`src/ese_pkg.sv`:
```
/*
 Constants, opcode patterns and types for the extended stack instruction
 executer. Assumes a core with 12-bit data addresses and a 21-bit program
 counter, four clock phases per instruction cycle.
*/
package ese_pkg;

   // Data path widths
   localparam int ADDR_W = 12;
   localparam int PC_W = 21;
   localparam int PTR_COUNT = 3;

   // Instruction phases, one clock each
   localparam logic [1:0] PH_Q1 = 2'h0;
   localparam logic [1:0] PH_Q2 = 2'h1;
   localparam logic [1:0] PH_Q3 = 2'h2;
   localparam logic [1:0] PH_Q4 = 2'h3;
   localparam logic [1:0] PH_RESET = 2'h0;

   // Opcode patterns
   localparam logic [7:0] OP_ADD_PTR = 8'he8;
   localparam logic [7:0] OP_PUSH_LIT = 8'hea;
   localparam logic [7:0] OP_MOVE = 8'heb;
   localparam logic [15:0] OP_CALL_WORKING_REGISTER = 16'h0014;
   localparam logic [1:0] SEL_RETURN_FORM = 2'h3;

   // Field positions
   localparam int LIT6_LSB = 0;
   localparam int SEL_LSB = 6;
   localparam int MOVE_KIND_BIT = 7;

   // Return address step for a one-word call
   localparam logic [PC_W-1:0] PC_STEP = 21'h000002;

   // Indirect addressing register window; defaults are arbitrary
   localparam logic [ADDR_W-1:0] INDIRECT_LO = 12'hfe0;
   localparam logic [ADDR_W-1:0] INDIRECT_HI = 12'hfef;

   // Values after reset
   localparam logic [ADDR_W-1:0] PTR_RESET = 12'h000;
   localparam logic [7:0] BYTE_RESET = 8'h00;
   localparam logic [PC_W-1:0] PC_RESET = 21'h000000;
   localparam logic [ADDR_W-1:0] ADDR_RESET = 12'h000;

   // Constants of pointer arithmetic
   localparam logic [ADDR_W-1:0] PTR_DECREMENT = 12'h001;
   localparam logic [5:0] LIT6_PAD = 6'h00;
   localparam logic [4:0] LIT7_PAD = 5'h00;

   typedef enum logic [2:0] {
      ESE_OP_NONE,
      ESE_OP_ADD_PTR,
      ESE_OP_ADD_RET,
      ESE_OP_CALL_W,
      ESE_OP_MOVE_ABS,
      ESE_OP_MOVE_IDX,
      ESE_OP_PUSH_LIT
   } ese_op_type;

   typedef enum logic [1:0] {
      ESE_ST_FIRST,
      ESE_ST_SECOND_NOP,
      ESE_ST_SECOND_MOVE
   } ese_state_type;

endpackage

```
`src/ese_qphase.sv`:
```
/*
 Four-phase instruction cycle counter. Assumes a synchronous active-high
 reset on the core clock; phase Q1 is the first clock after release.
*/
`timescale 1ns/10ps
module ese_qphase
   import ese_pkg::*;
(
   input wire logic i_core_clk,
   input wire logic i_rst,
   output logic [1:0] o_phase
);

   logic [1:0] phase;
   logic [1:0] next_phase;

   assign next_phase = phase + 2'h1;
   assign o_phase = phase;

   always_ff @(posedge i_core_clk) begin
      if (i_rst) begin
         phase <= PH_RESET;
      end else begin
         phase <= next_phase;
      end
   end

endmodule // ese_qphase

```
`src/ese_exec.sv`:
```
/*
 Decode and execution of the extended stack instructions of the core:
 add literal to pointer, add and return, call via working register, the
 two indexed moves and push literal. It holds the three file select
 pointers. Assumes the fetch path presents each instruction word (and the
 second word of a two-word move) for a whole instruction cycle, starting at
 phase Q1, and that the core carries out the strobes in the clock they show.
*/
// Behaviour
// RQ1: Extended opcodes are recognised only while the extended set enable is high.
// RQ2: Add literal to pointer adds the 6-bit literal to pointer 0, 1 or 2 in one cycle.
// RQ3: With select field 11 the literal goes to pointer 2 and the counter loads from the stack top.
// RQ4: Add and return takes two cycles, the second one a no-operation.
// RQ5: Call via working register first pushes the counter plus two onto the return stack.
// RQ6: The call then loads the counter from working register and the two latch bytes.
// RQ7: The call takes two cycles, the second a no-operation while the target is fetched.
// RQ8: The call leaves working, status and bank select registers untouched.
// RQ9: Indexed-to-absolute move reads pointer 2 plus offset and writes the 12-bit address.
// RQ10: Move addresses reach the whole 4096-byte data space.
// RQ11: Software never names the counter low byte or return stack top bytes as move target.
// RQ12: A move source on an indirect register reads as zero.
// RQ13: An indexed-to-indexed move to an indirect register writes nothing.
// RQ14: Indexed-to-indexed move takes two words and cycles, both addresses pointer 2 plus offset.
// RQ15: Indexed-to-absolute move reads in the first cycle and writes in Q4 of the second.
// RQ16: Push literal writes the literal at pointer 2 and then decrements pointer 2 in one cycle.
// RQ17: Pointer arithmetic wraps within 12 bits.
`timescale 1ns/10ps
module ese_exec
   import ese_pkg::*;
(
   input wire logic i_core_clk,
   input wire logic i_rst,
   input wire logic i_extended_set_enable,
   input wire logic [15:0] i_instr_word,
   input wire logic i_instr_valid,
   input wire logic [PC_W-1:0] i_pc,
   input wire logic [PC_W-1:0] i_return_stack_top,
   input wire logic [7:0] i_working_register,
   input wire logic [7:0] i_counter_latch_high,
   input wire logic [7:0] i_counter_latch_upper,
   input wire logic [7:0] i_mem_rdata,
   input wire logic i_ptr_wr_en,
   input wire logic [1:0] i_ptr_wr_sel,
   input wire logic [ADDR_W-1:0] i_ptr_wr_data,
   output logic [1:0] o_phase,
   output logic o_claim,
   output logic o_owns_cycle,
   output logic [ADDR_W-1:0] o_pointer0,
   output logic [ADDR_W-1:0] o_pointer1,
   output logic [ADDR_W-1:0] o_pointer2,
   output logic o_stack_push,
   output logic [PC_W-1:0] o_stack_push_data,
   output logic o_stack_pop,
   output logic o_pc_load,
   output logic [PC_W-1:0] o_pc_load_value,
   output logic o_mem_rd,
   output logic o_mem_wr,
   output logic [ADDR_W-1:0] o_mem_addr,
   output logic [7:0] o_mem_wdata
);

   logic [1:0] phase;
   ese_state_type state;
   ese_state_type next_state;
   ese_op_type op;
   ese_op_type dec_op;
   logic [15:0] ir;
   logic [15:0] ir2;
   logic [ADDR_W-1:0] ptr [0:PTR_COUNT-1];
   logic [ADDR_W-1:0] src_addr;
   logic [ADDR_W-1:0] dst_addr;
   logic [7:0] move_data;

   ese_qphase u_qphase (
      .i_core_clk(i_core_clk),
      .i_rst(i_rst),
      .o_phase(phase)
   );

   // Decode of the word on the fetch path
   wire [7:0] w_hi = i_instr_word[15:8];
   wire [1:0] w_sel = i_instr_word[SEL_LSB+1:SEL_LSB];
   wire dec_add = (w_hi == OP_ADD_PTR) && (w_sel != SEL_RETURN_FORM);
   wire dec_addret = (w_hi == OP_ADD_PTR) && (w_sel == SEL_RETURN_FORM);
   wire dec_call = (i_instr_word == OP_CALL_WORKING_REGISTER);
   wire dec_mvabs = (w_hi == OP_MOVE) && !i_instr_word[MOVE_KIND_BIT];
   wire dec_mvidx = (w_hi == OP_MOVE) && i_instr_word[MOVE_KIND_BIT];
   wire dec_push = (w_hi == OP_PUSH_LIT);
   wire dec_any_raw = dec_add || dec_addret || dec_call ||
                      dec_mvabs || dec_mvidx || dec_push;
   wire dec_any = i_extended_set_enable && dec_any_raw; // [RQ1]

   always_comb begin
      dec_op = ESE_OP_NONE;
      if (dec_any) begin // [RQ1]
         if (dec_add) begin
            dec_op = ESE_OP_ADD_PTR;
         end else if (dec_addret) begin
            dec_op = ESE_OP_ADD_RET;
         end else if (dec_call) begin
            dec_op = ESE_OP_CALL_W;
         end else if (dec_mvabs) begin
            dec_op = ESE_OP_MOVE_ABS;
         end else if (dec_mvidx) begin
            dec_op = ESE_OP_MOVE_IDX;
         end else begin
            dec_op = ESE_OP_PUSH_LIT;
         end
      end
   end

   // Phase and state qualifiers
   wire in_first = (state == ESE_ST_FIRST);
   wire take_word = in_first && (phase == PH_Q1);
   wire q2 = (phase == PH_Q2);
   wire q3 = (phase == PH_Q3);
   wire q4 = (phase == PH_Q4);
   wire first_q4 = in_first && q4;
   wire second_move = (state == ESE_ST_SECOND_MOVE);

   // Fields of the latched words
   wire [1:0] ir_sel = ir[SEL_LSB+1:SEL_LSB];
   wire [ADDR_W-1:0] lit6 = {LIT6_PAD, ir[SEL_LSB-1:LIT6_LSB]};
   wire [ADDR_W-1:0] src_off = {LIT7_PAD, ir[6:0]};
   wire [ADDR_W-1:0] dst_off = {LIT7_PAD, ir2[6:0]};
   wire [ADDR_W-1:0] abs_dst = ir2[ADDR_W-1:0]; // [RQ9] [RQ10]

   // Address forming; 12-bit sums wrap over the data space
   wire [ADDR_W-1:0] src_calc = ptr[2] + src_off; // [RQ9] [RQ14] [RQ17]
   wire [ADDR_W-1:0] dst_calc = ptr[2] + dst_off; // [RQ14] [RQ17]
   wire [ADDR_W-1:0] dst_pick = (op == ESE_OP_MOVE_ABS) ? abs_dst : dst_calc;
   wire src_indirect = (src_addr >= INDIRECT_LO) && (src_addr <= INDIRECT_HI);
   wire dst_indirect = (dst_addr >= INDIRECT_LO) && (dst_addr <= INDIRECT_HI);
   wire dst_blocked = (op == ESE_OP_MOVE_IDX) && dst_indirect; // [RQ13]

   // Actions of the first cycle, at the close of Q4 except the return push in Q2
   wire act_add = first_q4 && (op == ESE_OP_ADD_PTR);
   wire act_addret = first_q4 && (op == ESE_OP_ADD_RET);
   wire act_call = first_q4 && (op == ESE_OP_CALL_W);
   wire act_push = first_q4 && (op == ESE_OP_PUSH_LIT);
   wire is_move = (op == ESE_OP_MOVE_ABS) || (op == ESE_OP_MOVE_IDX);
   wire act_call_push = in_first && q2 && (op == ESE_OP_CALL_W); // [RQ5]
   wire [PC_W-1:0] ret_addr = i_pc + PC_STEP; // [RQ5]
   wire [PC_W-1:0] call_target = {i_counter_latch_upper[4:0], i_counter_latch_high,
                                  i_working_register}; // [RQ6]

   // Memory strobes launched in Q3 so that they stand in Q4
   wire act_move_rd = in_first && q3 && is_move; // [RQ9] [RQ15]
   wire act_push_wr = in_first && q3 && (op == ESE_OP_PUSH_LIT); // [RQ16]
   wire act_move_wr = second_move && q3 && !dst_blocked; // [RQ13] [RQ15]

   // Handshake towards the core: the word is taken by this block
   assign o_claim = take_word && i_instr_valid && dec_any; // [RQ1]
   assign o_owns_cycle = !in_first; // [RQ4] [RQ7] [RQ14]
   assign o_phase = phase;

   always_comb begin
      next_state = state;
      case (state)
         ESE_ST_FIRST: begin
            if (q4 && ((op == ESE_OP_ADD_RET) || (op == ESE_OP_CALL_W))) begin
               next_state = ESE_ST_SECOND_NOP; // [RQ4] [RQ7]
            end else if (q4 && is_move) begin
               next_state = ESE_ST_SECOND_MOVE; // [RQ14] [RQ15]
            end
         end
         ESE_ST_SECOND_NOP: begin
            if (q4) begin
               next_state = ESE_ST_FIRST;
            end
         end
         ESE_ST_SECOND_MOVE: begin
            if (q4) begin
               next_state = ESE_ST_FIRST;
            end
         end
         default: begin
            next_state = ESE_ST_FIRST;
         end
      endcase
   end

   always_ff @(posedge i_core_clk) begin
      if (i_rst) begin
         state <= ESE_ST_FIRST;
      end else begin
         state <= next_state;
      end
   end

   // Latch of the first word and its decoded operation
   always_ff @(posedge i_core_clk) begin
      if (i_rst) begin
         op <= ESE_OP_NONE;
         ir <= 16'h0000;
      end else if (take_word) begin
         op <= i_instr_valid ? dec_op : ESE_OP_NONE;
         ir <= i_instr_word;
      end else if (next_state == ESE_ST_FIRST && q4) begin
         op <= ESE_OP_NONE;
      end
   end

   // Second word of a move arrives in Q1 of the second cycle
   always_ff @(posedge i_core_clk) begin
      if (i_rst) begin
         ir2 <= 16'h0000;
      end else if (second_move && (phase == PH_Q1)) begin
         ir2 <= i_instr_word;
      end
   end

   // Source address in Q2 of the first cycle, destination in Q2 of the second
   always_ff @(posedge i_core_clk) begin
      if (i_rst) begin
         src_addr <= ADDR_RESET;
         dst_addr <= ADDR_RESET;
      end else if (in_first && q2) begin
         src_addr <= src_calc;
      end else if (second_move && q2) begin
         dst_addr <= dst_pick;
      end
   end

   // Source data, forced to zero on an indirect register
   always_ff @(posedge i_core_clk) begin
      if (i_rst) begin
         move_data <= BYTE_RESET;
      end else if (in_first && q4 && is_move) begin
         move_data <= src_indirect ? BYTE_RESET : i_mem_rdata; // [RQ12]
      end
   end

   // Return stack and counter strobes
   always_ff @(posedge i_core_clk) begin
      if (i_rst) begin
         o_stack_push <= 1'b0;
         o_stack_push_data <= PC_RESET;
         o_stack_pop <= 1'b0;
         o_pc_load <= 1'b0;
         o_pc_load_value <= PC_RESET;
      end else begin
         o_stack_push <= act_call_push; // [RQ5]
         o_stack_pop <= act_addret; // [RQ3]
         o_pc_load <= act_addret || act_call; // [RQ3] [RQ6]
         if (act_call_push) begin
            o_stack_push_data <= ret_addr; // [RQ5]
         end
         if (act_addret) begin
            o_pc_load_value <= i_return_stack_top; // [RQ3]
         end else if (act_call) begin
            // Working register is only read, never written back [RQ8]
            o_pc_load_value <= call_target; // [RQ6]
         end
      end
   end

   // Data memory strobes
   always_ff @(posedge i_core_clk) begin
      if (i_rst) begin
         o_mem_rd <= 1'b0;
         o_mem_wr <= 1'b0;
         o_mem_addr <= ADDR_RESET;
         o_mem_wdata <= BYTE_RESET;
      end else begin
         o_mem_rd <= act_move_rd; // [RQ9] [RQ15]
         o_mem_wr <= act_push_wr || act_move_wr; // [RQ16] [RQ15]
         if (act_move_rd) begin
            o_mem_addr <= src_addr; // [RQ9] [RQ14]
         end else if (act_push_wr) begin
            // Old pointer 2, written before its decrement in Q4
            o_mem_addr <= ptr[2]; // [RQ16]
            o_mem_wdata <= ir[7:0]; // [RQ16]
         end else if (act_move_wr) begin
            // Target never a counter or stack top byte [RQ11]
            o_mem_addr <= dst_addr; // [RQ9] [RQ14]
            o_mem_wdata <= move_data; // [RQ9] [RQ14]
         end
      end
   end

   // File select pointers; block updates win over core writes
   for (genvar g = 0; g < PTR_COUNT; g++) begin : g_ptr
      wire sel_hit = (ir_sel == 2'(g));
      wire add_hit = act_add && sel_hit; // [RQ2]
      wire ret_hit = (g == 2) && act_addret; // [RQ3]
      wire push_hit = (g == 2) && act_push; // [RQ16]
      wire core_hit = i_ptr_wr_en && (i_ptr_wr_sel == 2'(g));
      wire [ADDR_W-1:0] sum = ptr[g] + lit6; // [RQ2] [RQ17]
      wire [ADDR_W-1:0] dec = ptr[g] - PTR_DECREMENT; // [RQ16] [RQ17]
      always_ff @(posedge i_core_clk) begin
         if (i_rst) begin
            ptr[g] <= PTR_RESET;
         end else if (add_hit || ret_hit) begin
            ptr[g] <= sum; // [RQ2] [RQ3]
         end else if (push_hit) begin
            ptr[g] <= dec; // [RQ16]
         end else if (core_hit) begin
            ptr[g] <= i_ptr_wr_data;
         end
      end
   end

   assign o_pointer0 = ptr[0];
   assign o_pointer1 = ptr[1];
   assign o_pointer2 = ptr[2];

endmodule // ese_exec

```
`config.mk`:
```
export PLATFORM = sky130hd
export DESIGN_NAME = ese_exec
export DESIGN_NICKNAME = d
export VERILOG_FILES = /design/src/ese_pkg.sv /design/src/ese_qphase.sv /design/src/ese_exec.sv
export SDC_FILE = /design/constraint.sdc
export NUM_CORES = 1
export LEC_CHECK = 0
export BUFFER_PORTS_ARGS = -buffer_cell sky130_fd_sc_hd__buf_2
export CORE_ASPECT_RATIO = 1.5
export CORE_UTILIZATION = 38
export DETAILED_ROUTE_END_ITERATION = 16
export SYNTH_ARGS = -nofsm -noshare
export SYNTH_HDL_FRONTEND = slang
export SYNTH_SLANG_ARGS = --single-unit
```
`constraint.sdc`:
```
create_clock -name i_core_clk -period 4.7 [get_ports i_core_clk]
set_clock_uncertainty 0.2 [all_clocks]
set_input_delay 0.94 -clock i_core_clk [delete_from_list [all_inputs] [get_ports i_core_clk]]
set_output_delay 0.94 -clock i_core_clk [all_outputs]
set_load 0.01 [all_outputs]
```
After elaboration in Yosys (flattened, before gate mapping)
Memory sizes are Yosys's and may differ from the RTL's.
Index checks and enable logic that the tools add are counted.
Word-level totals
  register bits after elaboration: 126
  bits in latches: 0
  RAM bits: 36
  memory bits (read-only): 0
  input bits: 109
  output and inout port bits: 107
  logic and storage cells: 177
  memories kept: 1
Cells by class
  add/subtract/negate cells: 8
  multiply operators: 0
  divide/modulo/power cells: 0
  order comparisons: 4
  equal/unequal tests: 21
  shifts and indexed selects: 0
  multiplexer cells: 57
  bitwise gates (word level): 9
  reduce and logical (&&, ||, !) cells: 60
Memories
  ptr: words 3, bits a word 12, rd ports 3, clocked after memory_dff 0, write ports 3, line ese_exec.sv:69  | logic [ADDR_W-1:0] ptr [0:PTR_COUNT-1];
Operators with widths (count)
  $mux W12: 11
  $mux W21: 2
  $add A12 B6 Y12: 3
  $logic_and A1 B1 Y1: 35
  $mux W1: 28
  $add A12 B7 Y12: 2
  $eq A8 B8 Y1 const B: 3
  $ge A12 B12 Y1 const B: 2
  $le A12 B12 Y1 const B: 2
  $mux W8: 3
  $add A21 B2 Y21 const B: 1
  $mux W3: 7
  $eq A16 B5 Y1 const B: 1
  $eq A2 B2 Y1 const B: 6
  $sub A12 B1 Y12 const B: 1
  $logic_not A2 Y1: 5
  $logic_or A1 B1 Y1: 10
  $mux W2: 5
  $eq A3 B3 Y1 const B: 3
  $eq A2 B1 Y1 const B: 4
  $or A1 B1 Y1: 7
  $eq A3 B2 Y1 const B: 2
  $reduce_bool A2 Y1: 3
  $pmux W2 S2: 1
  8 further kinds: 12

Logic depth before layout (Yosys ltp)
  depth in word-level cells: 11
  mapped depth: 15
  gate-level depth less buffers: 14

Modules after synthesis
From an unflattened synthesis, not the netlist that was laid out.
Second synthesis, totals
  cell total of the unflattened synthesis: 1006
  area, all modules: 8989.9 um2
By module, submodules not included
  ese_exec: instances 1, cells an instance 1001, area an instance 8933.6 um2, sequential area each 3563.4 um2
  ese_qphase: instances 1, cells an instance 5, area an instance 56.3 um2, sequential area each 40.0 um2

Least setup slack after synthesis
OpenSTA, ideal clock, no wires.
  kind: input-to-reg
  start point: input port i_rst
  end point: memory ptr[2][8], data pin
  library setup time: 256 ps
  data arrival time: 3240 ps
  required time: 4244 ps
  setup slack: 1005 ps
  stages: 12
  buffers on the path: 1
  cells stage by stage: or3_1 -> clkbuf_1 -> nand2_1 -> ha_1 -> inv_1 -> fa_1 -> a21oi_1 -> nand4b_1 -> a21boi_0 -> o21a_1 -> or3_1 -> a31o_2
RTL lines
  start: declaration: line ese_exec.sv:32  | input wire logic i_rst,
  end: declaration: line ese_exec.sv:69

==> flow_summary.json <==
{
  "outcome": "finished, final reports clean",
  "rsz0062_at_grt": "no",
  "r2r_cells": 14,
  "grt.overflow.total": 0,
  "grt_max_degree": 68,
  "pwr_density_cell_nw_per_um2": 331.3,
  "fmax_mhz": 246.1,
  "tightestPinTransition_ps": 1050,
  "postCtsHoldBufs": 0,
  "worst_hold_path_type": "flip-flop to flip-flop",
  "cts_tree": "built",
  "drc_errors": 0,
  "ys_ff_latch": 162,
  "globalplace.congestion": 0.8907,
  "fin_nets": 1400,
  "syn_inst": 1055,
  "htreeDepth": 4,
  "dp_hpwl_um": 20750,
  "arrival_ps": 4050,
  "critical_path_class": "flip-flop to flip-flop",
  "synth-seq-area-share": 0.3925,
  "post-route-period-util": 0.8647,
  "critPathRequiredTime_ps": 4690,
  "switchingPower_mw": 1.088,
  "cts.sinks": 162,
  "drtIter0Drc": 398,
  "cts_buffers": 17,
  "drtPass1Iterations": 5,
  "dieArea_um2": 24800,
  "fin_util": 0.4666,
  "seqPwrFrac": 0.421,
  "io_pins": 216,
  "r2r_slack_ps": 640,
  "drt-total-wl_um": 27310,
  "async_reset_ff_frac": 0,
  "combPwrFrac": 0.185,
  "path_max_fanout": 14,
  "yosys.area.top_type": "dfxtp_1",
  "grtUsageTotal": 0.2236,
  "startpoint_type": "flip-flop",
  "yosysWarnings": 0,
  "cap_violations": 0,
  "coreArea_um2": 23740,
  "die_w_um": 128.9,
  "grt_pass1_vias": 7994,
  "syn_avg_cell_area_um2": 8.703,
  "seq_area_um2": 3605,
  "hold_end": "o_stack_push_data[2]",
  "clkTransAtPathRegs_ps": 60,
  "synth_ff_type": "dfxtp_1",
  "cts_root_buf": "clkbuf_16",
  "rows": 69,
  "synth_nets": 1216,
  "num_vias": 8373,
  "tns_ps": 0,
  "drive_gt1_frac": 0.2149,
  "fill_cells": 2373,
  "reg2reg_from": "state[0]",
  "yosysTopAreaCellShare": 0.2747,
  "intPower_mw": 2.583,
  "synth_common_cells": "nand2_1 (138), dfxtp_1 (126), nor2_1 (107)",
  "die_h_um": 192.4,
  "yosysMostFrequentCell": "nand2_1",
  "relSlewSlack": 0.2944,
  "min_path_cells": 2,
  "grt_first_pass_wirelength_um": 42270,
  "post_cts_resized": 0,
  "worstHoldStart": "o_stack_push_data[2]",
  "finalSetupViolCount": 0,
  "cts_buffer_depth": 2,
  "finalCriticalPeriod_ps": 4064,
  "insertion_delay_ps": 430,
  "synth_edf_count": 36,
  "swShare": 0.2963,
  "ant_nets": 0,
  "worstSetupEndpointType": "flip-flop",
  "post_drt_wl_per_cell_um": 17.37,
  "post_cts_buffers": 0,
  "multi_input_area_um2": 5226,
  "ys_top_cells_by_area": "dfxtp_1 (27%), edfxtp_1 (12%), ha_1 (6.4%), nand2_1 (5.6%), nor2_1 (4.4%)",
  "synth_area_um2": 9181,
  "hold_viol_final": 0,
  "synth.distinct_cells": 73,
  "slew_viol_final": 0,
  "post_drt_via_cell_ratio": 5.326,
  "initial_core_util": 0.3867,
  "peakVddDrop_v": 0.0002585,
  "io_buffers": 212,
  "pwr-share-clk": 0.393,
  "r2r-end": "ptr[2][8]",
  "areaGrowthSynthToFinish_pct": 20.66,
  "antenna_found_initial": 0,
  "p_leak_nw": 4.555
}
-- state kept, by name, indices dropped and copies added, names as in the netlist --
| signal | flops |
|---|---|
| o_stack_push_data | 21 |
| o_mem_wdata | 8 |
| u_qphase.o_phase | 2 |
| o_pc_load_value | 21 |
| o_mem_wr | 1 |
| state | 2 |
| src_addr | 12 |
| ir2 | 12 |
| o_stack_push | 1 |
| ptr | 36 |
| o_mem_addr | 12 |
| o_stack_pop | 1 |
| op | 3 |
| move_data | 8 |
| o_mem_rd | 1 |
| dst_addr | 12 |
| o_pc_load | 1 |
| ir | 8 |
-- cell usage in the layout (no fill, tap or decap), types with 28 or more instances in the layout --
cell type / instances
a211oi_1: 50
a21oi_1: 69
buf_2: 211
dfxtp_1: 125
edfxtp_1: 36
ha_1: 47
inv_1: 28
mux2i_1: 38
nand2_1: 138
nor2_1: 107
o21ai_0: 58
xnor2_1: 34
-- worst max-delay path by stage --
| stage | start | end | depth (start not counted) | slack, ps |
|---|---|---|---|---|
| floorplan | i_rst | ptr[2][8] | 12 | 1000 |
| finish | state[0] | ptr[2][8] | 14 | 640 |
| global route | state[0] | ptr[2][8] | 14 | 370 |
| detailed placement | i_rst | ptr[2][8] | 12 | 660 |
| global placement | i_rst | ptr[2][8] | 12 | 680 |
| CTS | state[0] | ptr[2][8] | 14 | 680 |
-- cells by family (layout without fill, tap and decap cells) --
family / Yosys count / in the layout / synth area share
AND/OR/NAND/NOR: 380 / 380 / 0.1949
AO/OA/AOI/OAI: 281 / 281 / 0.2033
flip-flops: 162 / 162 / 0.3925
buffers and inverters: 85 / 282 / 0.03857
XOR/XNOR: 57 / 57 / 0.05437
adder cells (fa/ha/maj): 52 / 52 / 0.07495
multiplexers: 38 / 38 / 0.04143
other: 0 / 1 / 0
-- layer usage --
layer  track usage  part of all wire  vias to the layer above
li1              -                 -                     4202
met1        0.2506              0.40                     3892
met2        0.4040              0.52                      233
met3       0.05129             0.052                       46
met4       0.09005             0.027                        0
met5             0                 0                        -
-- stage by stage --
stage	setup slack [ps]	cells	hold slack (ps)	power, mW	area (µm²)
2_1_floorplan	1005	1055	224.9	2.018	9181
3_3_place_gp	677.9	1539	239.6	2.243	10470
3_5_place_dp	664.5	1539	247.0	2.249	10470
4_1_cts	677.1	1571	255.9	3.695	11080
5_1_grt	370.3	1571	280.2	3.845	11080
6_report	636.0	1572	251.1	3.671	11080
-- power groups by stage --
stage               clock (mW)  sequential, mW  combinational [mW]
finish                    1.44            1.55               0.680
global route              1.53            1.55               0.764
CTS                       1.47            1.55               0.679
detailed placement           0            1.58               0.672
global placement             0            1.58               0.667
floorplan                    0            1.55               0.464
-- critical path, cell delays in order (launching register included) --
cell      delay, ps
dfxtp_1         340
inv_1           110
ha_1            460
nand2_2         170
or3_1           530
nand2_1         140
ha_1            180
inv_1            60
fa_1            400
a21oi_1         200
nand4b_1        160
a21boi_0        140
o21a_1          200
or3_1           300
a31o_2          230
-- layout make-up --
cell class              instances  share of cell area
clock buffers                  20             0.04134
clock inverters                12             0.01299
multi-input cells             808              0.4718
well taps                     319             0.03603
diodes                          1           0.0002259
flip-flops and latches        162              0.3254
repair buffers                222              0.1028
inverters                      28            0.009487
(Power assumes the default switching activity.)
